## src/common/atc_pkg.sv

```systemverilog
/*
 * Package for the converter trigger and flag control block: register
 * offsets, field positions, reset values and trigger source codes.
 * Assumes a 32-bit classic Wishbone slave with one register per word.
 */
package atc_pkg;
    // Printed offsets are register indices; byte address is index times 4
    localparam logic [4:0] IDX_PORT_CTRL_HI = 5'h08;
    localparam logic [4:0] IDX_DIS_LO       = 5'h0D;
    localparam logic [4:0] IDX_RESULT_LO    = 5'h0E;
    localparam logic [4:0] IDX_RESULT_HI    = 5'h0F;
    localparam logic [4:0] IDX_CSR_B        = 5'h11;
    localparam logic [4:0] IDX_CSR_A        = 5'h12;

    // Control and status A fields
    localparam int CSRA_ON    = 7;
    localparam int CSRA_BEGIN = 6;
    localparam int CSRA_AUTO  = 5;
    localparam int CSRA_DONE  = 4;
    localparam int CSRA_IE    = 3;
    // Control and status B fields
    localparam int CSRB_TOUCH_A = 7;
    localparam int CSRB_TOUCH_B = 6;
    localparam int CSRB_ALIGN   = 3;
    // Port control fields
    localparam int PCR_PIN_HI_LSB = 4;
    localparam int PCR_BBM_MASK   = 3'h7;

    localparam logic [7:0] RST_CSR_A   = 8'h00;
    localparam logic [7:0] RST_CSR_B   = 8'h00;
    localparam logic [7:0] RST_DIS_LO  = 8'h00;
    localparam logic [7:0] RST_PCR     = 8'h00;

    // Conversion length in converter clock cycles
    localparam logic [4:0] CONV_FIRST_CYC  = 5'h19;
    localparam logic [4:0] CONV_NORMAL_CYC = 5'h0D;

    typedef enum logic [2:0] {
        TRG_FREE, TRG_ACOMP, TRG_EXT0, TRG_T0_CMPA,
        TRG_T0_OVF, TRG_T1_CMPB, TRG_T1_OVF, TRG_T1_CAPT
    } atc_trig_e;
endpackage

```

## src/hw/atc_top.sv

```systemverilog
/*
 * Digital control around a 10-bit converter: enable, start, done flag,
 * interrupt request, prescaler, result alignment, auto trigger and
 * digital input buffer disables, reached over classic Wishbone.
 * Assumes the analog core delivers a result when asked to sample, and
 * pin levels arrive asynchronously.
 */
// Chosen here: the Wishbone register port.
`timescale 1ns/10ps
`default_nettype none
module atc_top
    import atc_pkg::*;
(
    // System
    input  wire logic        clk_i,
    input  wire logic        rst_i,
    // Wishbone slave
    input  wire logic        cyc_i,
    input  wire logic        stb_i,
    input  wire logic        we_i,
    input  wire logic [6:0]  adr_i,
    input  wire logic [3:0]  sel_i,
    input  wire logic [31:0] dat_i,
    output logic      [31:0] dat_o,
    output logic             ack_o,
    // Processor side
    input  wire logic        global_irq_en_i,
    input  wire logic        done_vector_ack_i,
    output logic             done_irq_o,
    // Trigger event flags, same clock domain
    input  wire logic        trg_acomp_i,
    input  wire logic        trg_ext0_i,
    input  wire logic        trg_t0_cmpa_i,
    input  wire logic        trg_t0_ovf_i,
    input  wire logic        trg_t1_cmpb_i,
    input  wire logic        trg_t1_ovf_i,
    input  wire logic        trg_t1_capt_i,
    // Analog core
    input  wire logic [9:0]  conv_value_i,
    output logic             conv_tick_o,
    output logic             conv_sample_o,
    // Pins
    input  wire logic [11:0] pin_level_i,
    output logic [11:0]      pin_buffer_off_o,
    output logic [11:0]      pin_in_o
);
    logic [7:0]  csra_r;
    logic [7:0]  csrb_r;
    logic [7:0]  dis_lo_r;
    logic [7:0]  pcr_r;
    logic [9:0]  result_r;
    logic        busy_r;
    logic        first_r;
    logic [4:0]  cyc_cnt_r;
    logic        trig_sel_r;
    logic        ack_r;
    logic [11:0] pin_s1_r;
    logic [11:0] pin_s2_r;
    logic [11:0] pin_s3_r;
    logic [11:0] pin_in_r;
    logic [31:0] rdata_r;

    logic [4:0]  idx;
    logic        wr;
    logic        wr_a;
    logic        wr_b;
    logic        conv_on;
    logic        on_nxt;
    logic        tick;
    logic        trig_sel;
    logic        trig_fire;
    logic        sw_start;
    logic        start;
    logic        finish;
    logic [15:0] result_view;
    logic [4:0]  conv_len;

    function automatic logic sel_flag(input logic [2:0] s,
                                      input logic [7:0] flags);
        sel_flag = flags[s];
    endfunction

    assign idx  = adr_i[6:2];
    assign wr   = cyc_i && stb_i && we_i && !ack_r && sel_i[0];
    assign wr_a = wr && (idx == IDX_CSR_A);
    assign wr_b = wr && (idx == IDX_CSR_B);
    assign conv_on = csra_r[CSRA_ON];
    // Enable as it stands after this edge, so enable and start can share a write
    assign on_nxt  = wr_a ? dat_i[CSRA_ON] : conv_on;

    atc_prescaler u_presc
    (
        .clk_i     (clk_i),
        .rst_i     (rst_i),
        .clear_i   (!conv_on),
        .div_sel_i (csra_r[2:0]),
        .tick_o    (tick)
    );

    // Selected event flag; free running watches the done flag
    assign trig_sel = sel_flag(csrb_r[2:0],
        {trg_t1_capt_i, trg_t1_ovf_i, trg_t1_cmpb_i, trg_t0_ovf_i,
         trg_t0_cmpa_i, trg_ext0_i, trg_acomp_i, csra_r[CSRA_DONE]});

    // A rising edge, including one made by reselecting any source but free running, fires the start
    assign trig_fire = csra_r[CSRA_AUTO] && trig_sel && !trig_sel_r;

    always_ff @(posedge clk_i)
    begin
        if (rst_i)
            trig_sel_r <= 1'b0;
        else if (wr_b && dat_i[2:0] == TRG_FREE)
            trig_sel_r <= 1'b1;
        else
            trig_sel_r <= trig_sel;
    end

    assign sw_start = wr_a && dat_i[CSRA_BEGIN];
    assign start    = on_nxt && !busy_r && (sw_start || trig_fire);
    assign conv_len = first_r ? CONV_FIRST_CYC : CONV_NORMAL_CYC;
    assign finish   = busy_r && tick && (cyc_cnt_r == conv_len - 5'h01);

    // Conversion sequencer
    always_ff @(posedge clk_i)
    begin
        if (rst_i || !on_nxt)
        begin
            busy_r    <= 1'b0;
            cyc_cnt_r <= 5'h00;
        end
        else if (start)
        begin
            busy_r    <= 1'b1;
            cyc_cnt_r <= 5'h00;
        end
        else if (finish)
            busy_r    <= 1'b0;
        else if (busy_r && tick)
            cyc_cnt_r <= cyc_cnt_r + 5'h01;
    end

    // The long first conversion follows every enable
    always_ff @(posedge clk_i)
    begin
        if (rst_i || !conv_on)
            first_r <= 1'b1;
        else if (finish)
            first_r <= 1'b0;
    end

    always_ff @(posedge clk_i)
    begin
        if (rst_i)
            result_r <= 10'h000;
        else if (finish)
            result_r <= conv_value_i;
    end

    // Control A; hardware set of the done flag wins over any clear
    always_ff @(posedge clk_i)
    begin
        if (rst_i)
            csra_r <= RST_CSR_A;
        else
        begin
            if (wr_a)
            begin
                csra_r[CSRA_ON]   <= dat_i[CSRA_ON];
                csra_r[CSRA_AUTO] <= dat_i[CSRA_AUTO];
                csra_r[CSRA_IE]   <= dat_i[CSRA_IE];
                csra_r[2:0]       <= dat_i[2:0];
            end
            if (finish)
                csra_r[CSRA_DONE] <= 1'b1;
            else if (done_vector_ack_i)
                csra_r[CSRA_DONE] <= 1'b0;
            else if (wr_a && dat_i[CSRA_DONE])
                csra_r[CSRA_DONE] <= 1'b0;
            csra_r[CSRA_BEGIN] <= 1'b0;
        end
    end

    always_ff @(posedge clk_i)
    begin
        if (rst_i)
            csrb_r <= RST_CSR_B;
        else if (wr_b)
            csrb_r <= {dat_i[7:6], 2'b00, dat_i[3:0]};
    end

    always_ff @(posedge clk_i)
    begin
        if (rst_i)
            dis_lo_r <= RST_DIS_LO;
        else if (wr && idx == IDX_DIS_LO)
            dis_lo_r <= dat_i[7:0];
    end

    always_ff @(posedge clk_i)
    begin
        if (rst_i)
            pcr_r <= RST_PCR;
        else if (wr && idx == IDX_PORT_CTRL_HI)
            pcr_r <= {dat_i[7:4], 1'b0, dat_i[2:0]};
    end

    assign pin_buffer_off_o = {pcr_r[7:PCR_PIN_HI_LSB], dis_lo_r};

    // Pins are asynchronous: change accepted when stages two and three agree
    always_ff @(posedge clk_i)
    begin
        if (rst_i)
        begin
            pin_s1_r <= 12'h000;
            pin_s2_r <= 12'h000;
            pin_s3_r <= 12'h000;
            pin_in_r <= 12'h000;
        end
        else
        begin
            pin_s1_r <= pin_level_i;
            pin_s2_r <= pin_s1_r;
            pin_s3_r <= pin_s2_r;
            pin_in_r <= ((pin_s2_r & pin_s3_r)
                         | (pin_in_r & (pin_s2_r | pin_s3_r)))
                        & ~pin_buffer_off_o;
        end
    end
    assign pin_in_o = pin_in_r;

    // Alignment is applied on read, so it tracks the bit immediately
    assign result_view = csrb_r[CSRB_ALIGN] ? {result_r, 6'h00}
                                            : {6'h00, result_r};

    always_ff @(posedge clk_i)
    begin
        if (rst_i)
            rdata_r <= 32'h0000_0000;
        else
        begin
            case (idx)
                IDX_CSR_A:        rdata_r <= {24'h000000, csra_r[7],
                                              busy_r, csra_r[5:0]};
                IDX_CSR_B:        rdata_r <= {24'h000000, csrb_r};
                IDX_DIS_LO:       rdata_r <= {24'h000000, dis_lo_r};
                IDX_PORT_CTRL_HI: rdata_r <= {24'h000000, pcr_r};
                IDX_RESULT_LO:    rdata_r <= {24'h000000, result_view[7:0]};
                IDX_RESULT_HI:    rdata_r <= {24'h000000, result_view[15:8]};
                default:          rdata_r <= 32'h0000_0000;
            endcase
        end
    end

    always_ff @(posedge clk_i)
    begin
        if (rst_i)
            ack_r <= 1'b0;
        else
            ack_r <= cyc_i && stb_i && !ack_r;
    end

    assign ack_o         = ack_r;
    assign dat_o         = rdata_r;
    assign done_irq_o    = csra_r[CSRA_DONE] && csra_r[CSRA_IE]
                           && global_irq_en_i;
    assign conv_tick_o   = tick;
    assign conv_sample_o = finish;
endmodule // atc_top
`default_nettype wire

```

## src/hw/atc_prescaler.sv

```systemverilog
/*
 * Converter clock prescaler: free-running counter producing a one-cycle
 * enable every 2 to 128 system clocks.
 * Assumes the caller holds it in clear while the converter is off.
 */
`timescale 1ns/10ps
`default_nettype none
module atc_prescaler
(
    // System
    input  wire logic       clk_i,
    input  wire logic       rst_i,
    // Control
    input  wire logic       clear_i,
    input  wire logic [2:0] div_sel_i,
    // Converter clock enable
    output logic            tick_o
);
    logic [6:0] cnt_r;
    logic [6:0] mask;

    // 000 and 001 both divide by 2
    always_comb
    begin
        case (div_sel_i)
            3'h0, 3'h1: mask = 7'h01;
            3'h2:       mask = 7'h03;
            3'h3:       mask = 7'h07;
            3'h4:       mask = 7'h0F;
            3'h5:       mask = 7'h1F;
            3'h6:       mask = 7'h3F;
            default:    mask = 7'h7F;
        endcase
    end

    always_ff @(posedge clk_i)
    begin
        if (rst_i || clear_i)
            cnt_r <= 7'h00;
        else
            cnt_r <= cnt_r + 7'h01;
    end

    assign tick_o = !clear_i && ((cnt_r & mask) == mask);
endmodule // atc_prescaler
`default_nettype wire

```

## config.mk

```make
export PLATFORM = sky130hd
export DESIGN_NAME = atc_top
export DESIGN_NICKNAME = d
export VERILOG_FILES = /design/src/common/atc_pkg.sv /design/src/hw/atc_top.sv /design/src/hw/atc_prescaler.sv
export SDC_FILE = /design/constraint.sdc
export NUM_CORES = 1
export LEC_CHECK = 0
export BUFFER_PORTS_ARGS = -buffer_cell sky130_fd_sc_hd__buf_2
export CORE_MARGIN = 2
export CORE_UTILIZATION = 40
export CTS_CLUSTER_SIZE = 8
export DETAILED_ROUTE_END_ITERATION = 8
export PLACE_DENSITY = 0.62
export SETUP_SLACK_MARGIN = 0.3
export SYNTH_ARGS = -nofsm -noshare
export SYNTH_HDL_FRONTEND = slang
export SYNTH_SLANG_ARGS = --single-unit
export TNS_END_PERCENT = 50
```

## constraint.sdc

```tcl
create_clock -name clk_i -period 3.05 [get_ports clk_i]
set_clock_uncertainty 0.2 [all_clocks]
set_input_delay 0.305 -clock clk_i [delete_from_list [all_inputs] [get_ports clk_i]]
set_output_delay 0.305 -clock clk_i [all_outputs]
set_load 0.05 [all_outputs]
```

==> After elaboration in Yosys (flattened, before gate mapping) <==
Cells that the tools add are included.
{ "op_classes": {"addsub": 3, "order_cmp": 1, "n_eq_ne": 14, "mux": 13, "bitwise_logic": 8, "n_reduce_logical": 36} }
{ "op_table": {"columns": ["op", "count"], "rows": [
  ["8-bit case mux with 6 select lines", 1],
  ["7-bit case mux with 6 select lines", 1],
  ["12-bit AND", 3],
  ["12-bit bitwise OR", 2],
  ["1-bit logical AND", 21],
  ["5-bit by 4-bit == test with 1-bit output, second input constant", 4],
  ["16-bit two-way mux", 1],
  ["12-bit NOT", 1],
  ["5-bit == test, second input constant", 2],
  ["3-bit == test, second input constant", 3],
  ["1-bit two-way mux", 8],
  ["7-bit by 1-bit adder with 7-bit output, second input constant", 1],
  ["7-bit AND", 1],
  ["7-bit == test", 1],
  ["3-bit by 2-bit == test with 1-bit output, second input constant", 2],
  ["3-bit logical NOT", 2],
  ["5-bit by 1-bit adder with 5-bit output, second input constant", 1],
  ["5-bit == test", 1],
  ["1-bit logical NOT", 5],
  ["5-bit two-way mux", 1],
  ["5-bit by 1-bit subtractor with 5-bit output, second input constant", 1],
  ["3-bit by 4-bit < comparator with 1-bit output, second input constant", 1],
  ["2-bit OR reduction", 2],
  ["1-bit binary-select mux with 3-bit select", 1],
  ["other kinds (6)", 8]
]} }
{ "word_totals": {"reg_bits": 134, "input_bits": 79, "output_inout_bits": 60, "elab_cells": 93} }

==> Longest topological paths before layout <==
{ "depth": {"ltp_word": 10, "ltp_mapped": 7, "depth_no_buf": 6} }

==> Cells and area by module <==
From an unflattened synthesis, not the netlist that was laid out.
{ "unflattened": {"hier_cells": 463, "hier_area_um2": 4435.5} }
{ "by_module_without_submodules": {"columns": ["module", "n_inst", "cells_each", "area_per_inst_um2", "seq_area_each_um2"], "rows": [
  ["atc_top", 1, 423, 4108.9, 2062.0],
  ["atc_prescaler", 1, 40, 326.6, 140.1]
]} }

==> Worst setup path after synthesis <==
Ideal clock, no wire load.
{ "synth_timing": {"path_kind": "reg-to-output", "start": "register cyc_cnt_r[2]", "end": "output port conv_sample_o", "arrival_time_ns": 3.417, "path_slack_ns": -0.872, "stages_incl_launch_ff": 5, "n_path_buf": 1, "cell_sequence": "dfxtp_1 nor3b_1 o211ai_1 clkbuf_1 a2111oi_0"} }
{ "synth_between": {"elab_chain_cells": 2} }
{ "synth_rtl": {"columns": ["item", "line_no", "rtl"], "rows": [
  ["start, declared", "atc_top.sv:54", "logic [4:0] cyc_cnt_r;"],
  ["start signal, assigned", "atc_top.sv:139", "cyc_cnt_r <= cyc_cnt_r + 5'h01;"],
  ["5-bit == test", "atc_top.sv:121", "assign finish = busy_r && tick && (cyc_cnt_r == conv_len - 5'h01);"],
  ["1-bit logical AND", "atc_top.sv:121", null],
  ["end, declared", "atc_top.sv:41", "output logic conv_sample_o,"]
]} }
No other way between the ends.

==> Worst setup path in the final report <==
Ends and elaborated chain as after synthesis.

==> flow_summary.ini <==
[sta]
finalSetupTns_ns = 0
maxSlewHeadroom = 0.563
worst_pin_slew_ns = 0.654
hold_violations = 0
final.min_clock_period_ns = 2.56
hold_slack_ns = 0.0168
setup_viol = 0
rsz0062_at_grt = no
fmax_ghz = 0.391
finalMaxSlewViolations = 0
min_period_over_period = 0.839

[drt]
wire_per_inst_um = 13.7
drt_wl_total_um = 9820
ant_nets = 0
vias = 3576
drt_pass1_iterations = 4
drcViolationCount = 0
viasPerCell = 5.00
drt_iter0_drc = 225

[global_routing]
grt_pass1_wl_um = 15600
grt_max_degree = 69
grt_overflow = 0
grt_pass1_vias = 3245
antenna_found_initial = 0
grt.total_usage = 0.168

[clock_network]
clock_latency_ns = 0.37
htree_levels = 3
clock-root-buffer = clkbuf_8
cts_max_path_buffers = 2
clkTransAtPathRegs_ns = 0.10
clock-sinks = 110
cts_buffers = 9
cts_tree = built

[synthesis]
synth_top_area_cell = dfxtp_1
yosys_register_bits = 110
synth_cell_types = 49
syn_area_um2 = 4440
synth_top_area_frac = 0.496
synth.top_cells.by_area = dfxtp_1 (50%), mux2i_1 (7.2%), nor2b_1 (6.1%), buf_4 (4.7%), o21ai_0 (3.7%)
synthCells = 470
ys.flop_type = dfxtp_1
ys_warn_count = 0
async_reset_ff_frac = 0
yosysSeqAreaShare = 0.496
avgSynthCellArea_um2 = 9.44
synth-edff-count = 0

[setup_path]
path_max_fanout = 6
crit_type = reg2out
cp-end-kind = primary output
cp_slowest_stage_delay_ns = 0.41
path_cells = nor3b_1 -> o211ai_1 -> a2111oi_2 -> buf_2
crit_arrival_ns = 2.06
startpoint_type = flip-flop
cp.required_ns = 2.54
cpMaxStageDelayCell = dfxtp_1

[floorplan]
rows = 38
initial_utilization = 0.409
io_pins = 139
die_y_um = 109
core_area_um2 = 10800
die_area_um2 = 12000
die_x_um = 109

[min_path]
hold_path_class = in2reg

[outcome]
status = finished clean

[cells_and_area]
num-fill-cells = 1082
fin_nets = 653
utilization = 0.491
drive_gt1_frac = 0.198
area_delta_synth_final_pct = 20.0
num_antenna_cells = 0

[placement]
io_buffers = 85
dp_hpwl_um = 7020
place_congestion = 0.793

[power_and_ir_drop]
p_per_area_nw_per_um2 = 459
ir_drop_mv = 0.401
p_leak_nw = 2.05

[job]
drv_cap = 0
==> routing by layer <==
| layer | up-vias | routed length, um | global-route usage |
|---|---|---|---|
| li1 | 1794 | - | - |
| met1 | 1697 | 4540 | 0.219 |
| met2 | 80 | 4720 | 0.270 |
| met3 | 5 | 496 | 0.0462 |
| met4 | 0 | 68 | 0.0515 |
| met5 | - | 0 | 0 |
==> sequential cells by signal (all words and copies together), names as in the netlist <==
register       count
ack_o              1
busy_r             1
csra_r             7
csrb_r             6
cyc_cnt_r          5
dat_o              8
dis_lo_r           8
first_r            1
pcr_r              7
pin_in_o          12
pin_s1_r          12
pin_s2_r          12
pin_s3_r          12
result_r          10
trig_sel_r         1
u_presc.cnt_r      7
==> path summary, 6_finish.rpt <==
| path | from | depth (start not counted) | slack (ns) | endpoint |
|---|---|---|---|---|
| hold / removal | conv_value_i[1] | 3 | 0.02 | result_r[1] |
| setup reg to reg | ack_o | 6 | 0.94 | pcr_r[6] |
| hold reg to reg | pin_s1_r[11] | 1 | 0.24 | pin_s2_r[11] |
| setup / recovery | cyc_cnt_r[2] | 4 | 0.49 | conv_sample_o |
==> synth_stat cells, types with 5 or more instances <==
master / n
nor2b_1: 43
buf_4: 28
a22oi_1: 16
inv_1: 5
clkbuf_1: 20
nand2b_1: 5
mux2i_1: 32
nor3b_1: 6
a211oi_1: 12
a31oi_1: 5
and3_1: 5
nand3_1: 11
nor2_1: 37
nand2_1: 32
a21oi_1: 23
dfxtp_1: 110
o21ai_0: 33
==> stage by stage <==
step                      std cells  worst slack, ns  power [mW]  instance area (um^2)
after floorplan                 493            0.515        1.63                  4530
after global placement          674            0.660        1.66                  4900
after detailed placement        674            0.579        1.66                  4900
after CTS                       715            0.377        2.48                  5320
after global routing            715            0.358        2.55                  5320
final                           715            0.490        2.44                  5320
==> layout make-up <==
| cell class | instances | area, um^2 | area share |
|---|---|---|---|
| flip-flops and latches | 110 | 2200 | 0.414 |
| clock buffers | 10 | 128 | 0.0240 |
| inverters | 5 | 18.8 | 0.00353 |
| clock inverters | 5 | 42.5 | 0.00799 |
| repair buffers | 118 | 748 | 0.141 |
| well taps | 140 | 175 | 0.0329 |
| multi-input cells | 327 | 2010 | 0.377 |
==> worst max-delay path, delay by kind of cell, from the launching register on <==
family	cells	cell delay, ns
buf+inv	1	0.34
simple gates	1	0.38
compound gates	2	0.56
flops	1	0.41
==> kinds of logic after synthesis <==
logic type | Yosys count | share of synthesized area
DFF | 110 | 0.496
and+or+nand+nor | 162 | 0.199
muxes | 32 | 0.0722
xor gates and xnor gates | 4 | 0.00790
other | 1 | 0.000845
AOI/OAI and AO/OA | 102 | 0.143
adders and majority gates | 3 | 0.00846
buffers and inverters | 56 | 0.0716
==> power breakdown <==
group          leakage, nW  total [mW]  switching, mW  internal [mW]
Sequential           0.892        1.46        0.00776           1.46
Combinational         1.08       0.186          0.121         0.0653
Clock               0.0837       0.791          0.488          0.304
Total                 2.05        2.44          0.617           1.82
==> what timing repair did <==
action / in CTS / in global routing
buffers inserted: 1 / 0
resized for setup: 0 / 1
endpoints found under the hold margin: 29 / 0
pin swaps: 1 / 0
hold buffers: 25 / 0
setup endpoints to repair: 1 / 1
==> layout by cell type, fill, tap and decap left out, types with 3 or more instances in the layout <==
| cell type | Yosys | final |
|---|---|---|
| a211oi_1 | 12 | 12 |
| a21oi_1 | 23 | 23 |
| a222oi_1 | 3 | 3 |
| a22oi_1 | 16 | 16 |
| a31oi_1 | 5 | 5 |
| and3_1 | 5 | 5 |
| buf_2 | 2 | 85 |
| buf_4 | 28 | 7 |
| clkbuf_8 | 0 | 9 |
| conb_1 | 1 | 24 |
| dfxtp_1 | 110 | 110 |
| dlygate4sd3_1 | 0 | 25 |
| ha_1 | 3 | 3 |
| inv_1 | 5 | 5 |
| inv_6 | 0 | 3 |
| mux2i_1 | 32 | 32 |
| nand2_1 | 32 | 32 |
| nand2b_1 | 5 | 5 |
| nand3_1 | 11 | 11 |
| nand4_1 | 3 | 3 |
| nor2_1 | 37 | 37 |
| nor2b_1 | 43 | 43 |
| nor3b_1 | 6 | 6 |
| o21ai_0 | 33 | 32 |
No activity file was read; power rests on OpenSTA's default activity.
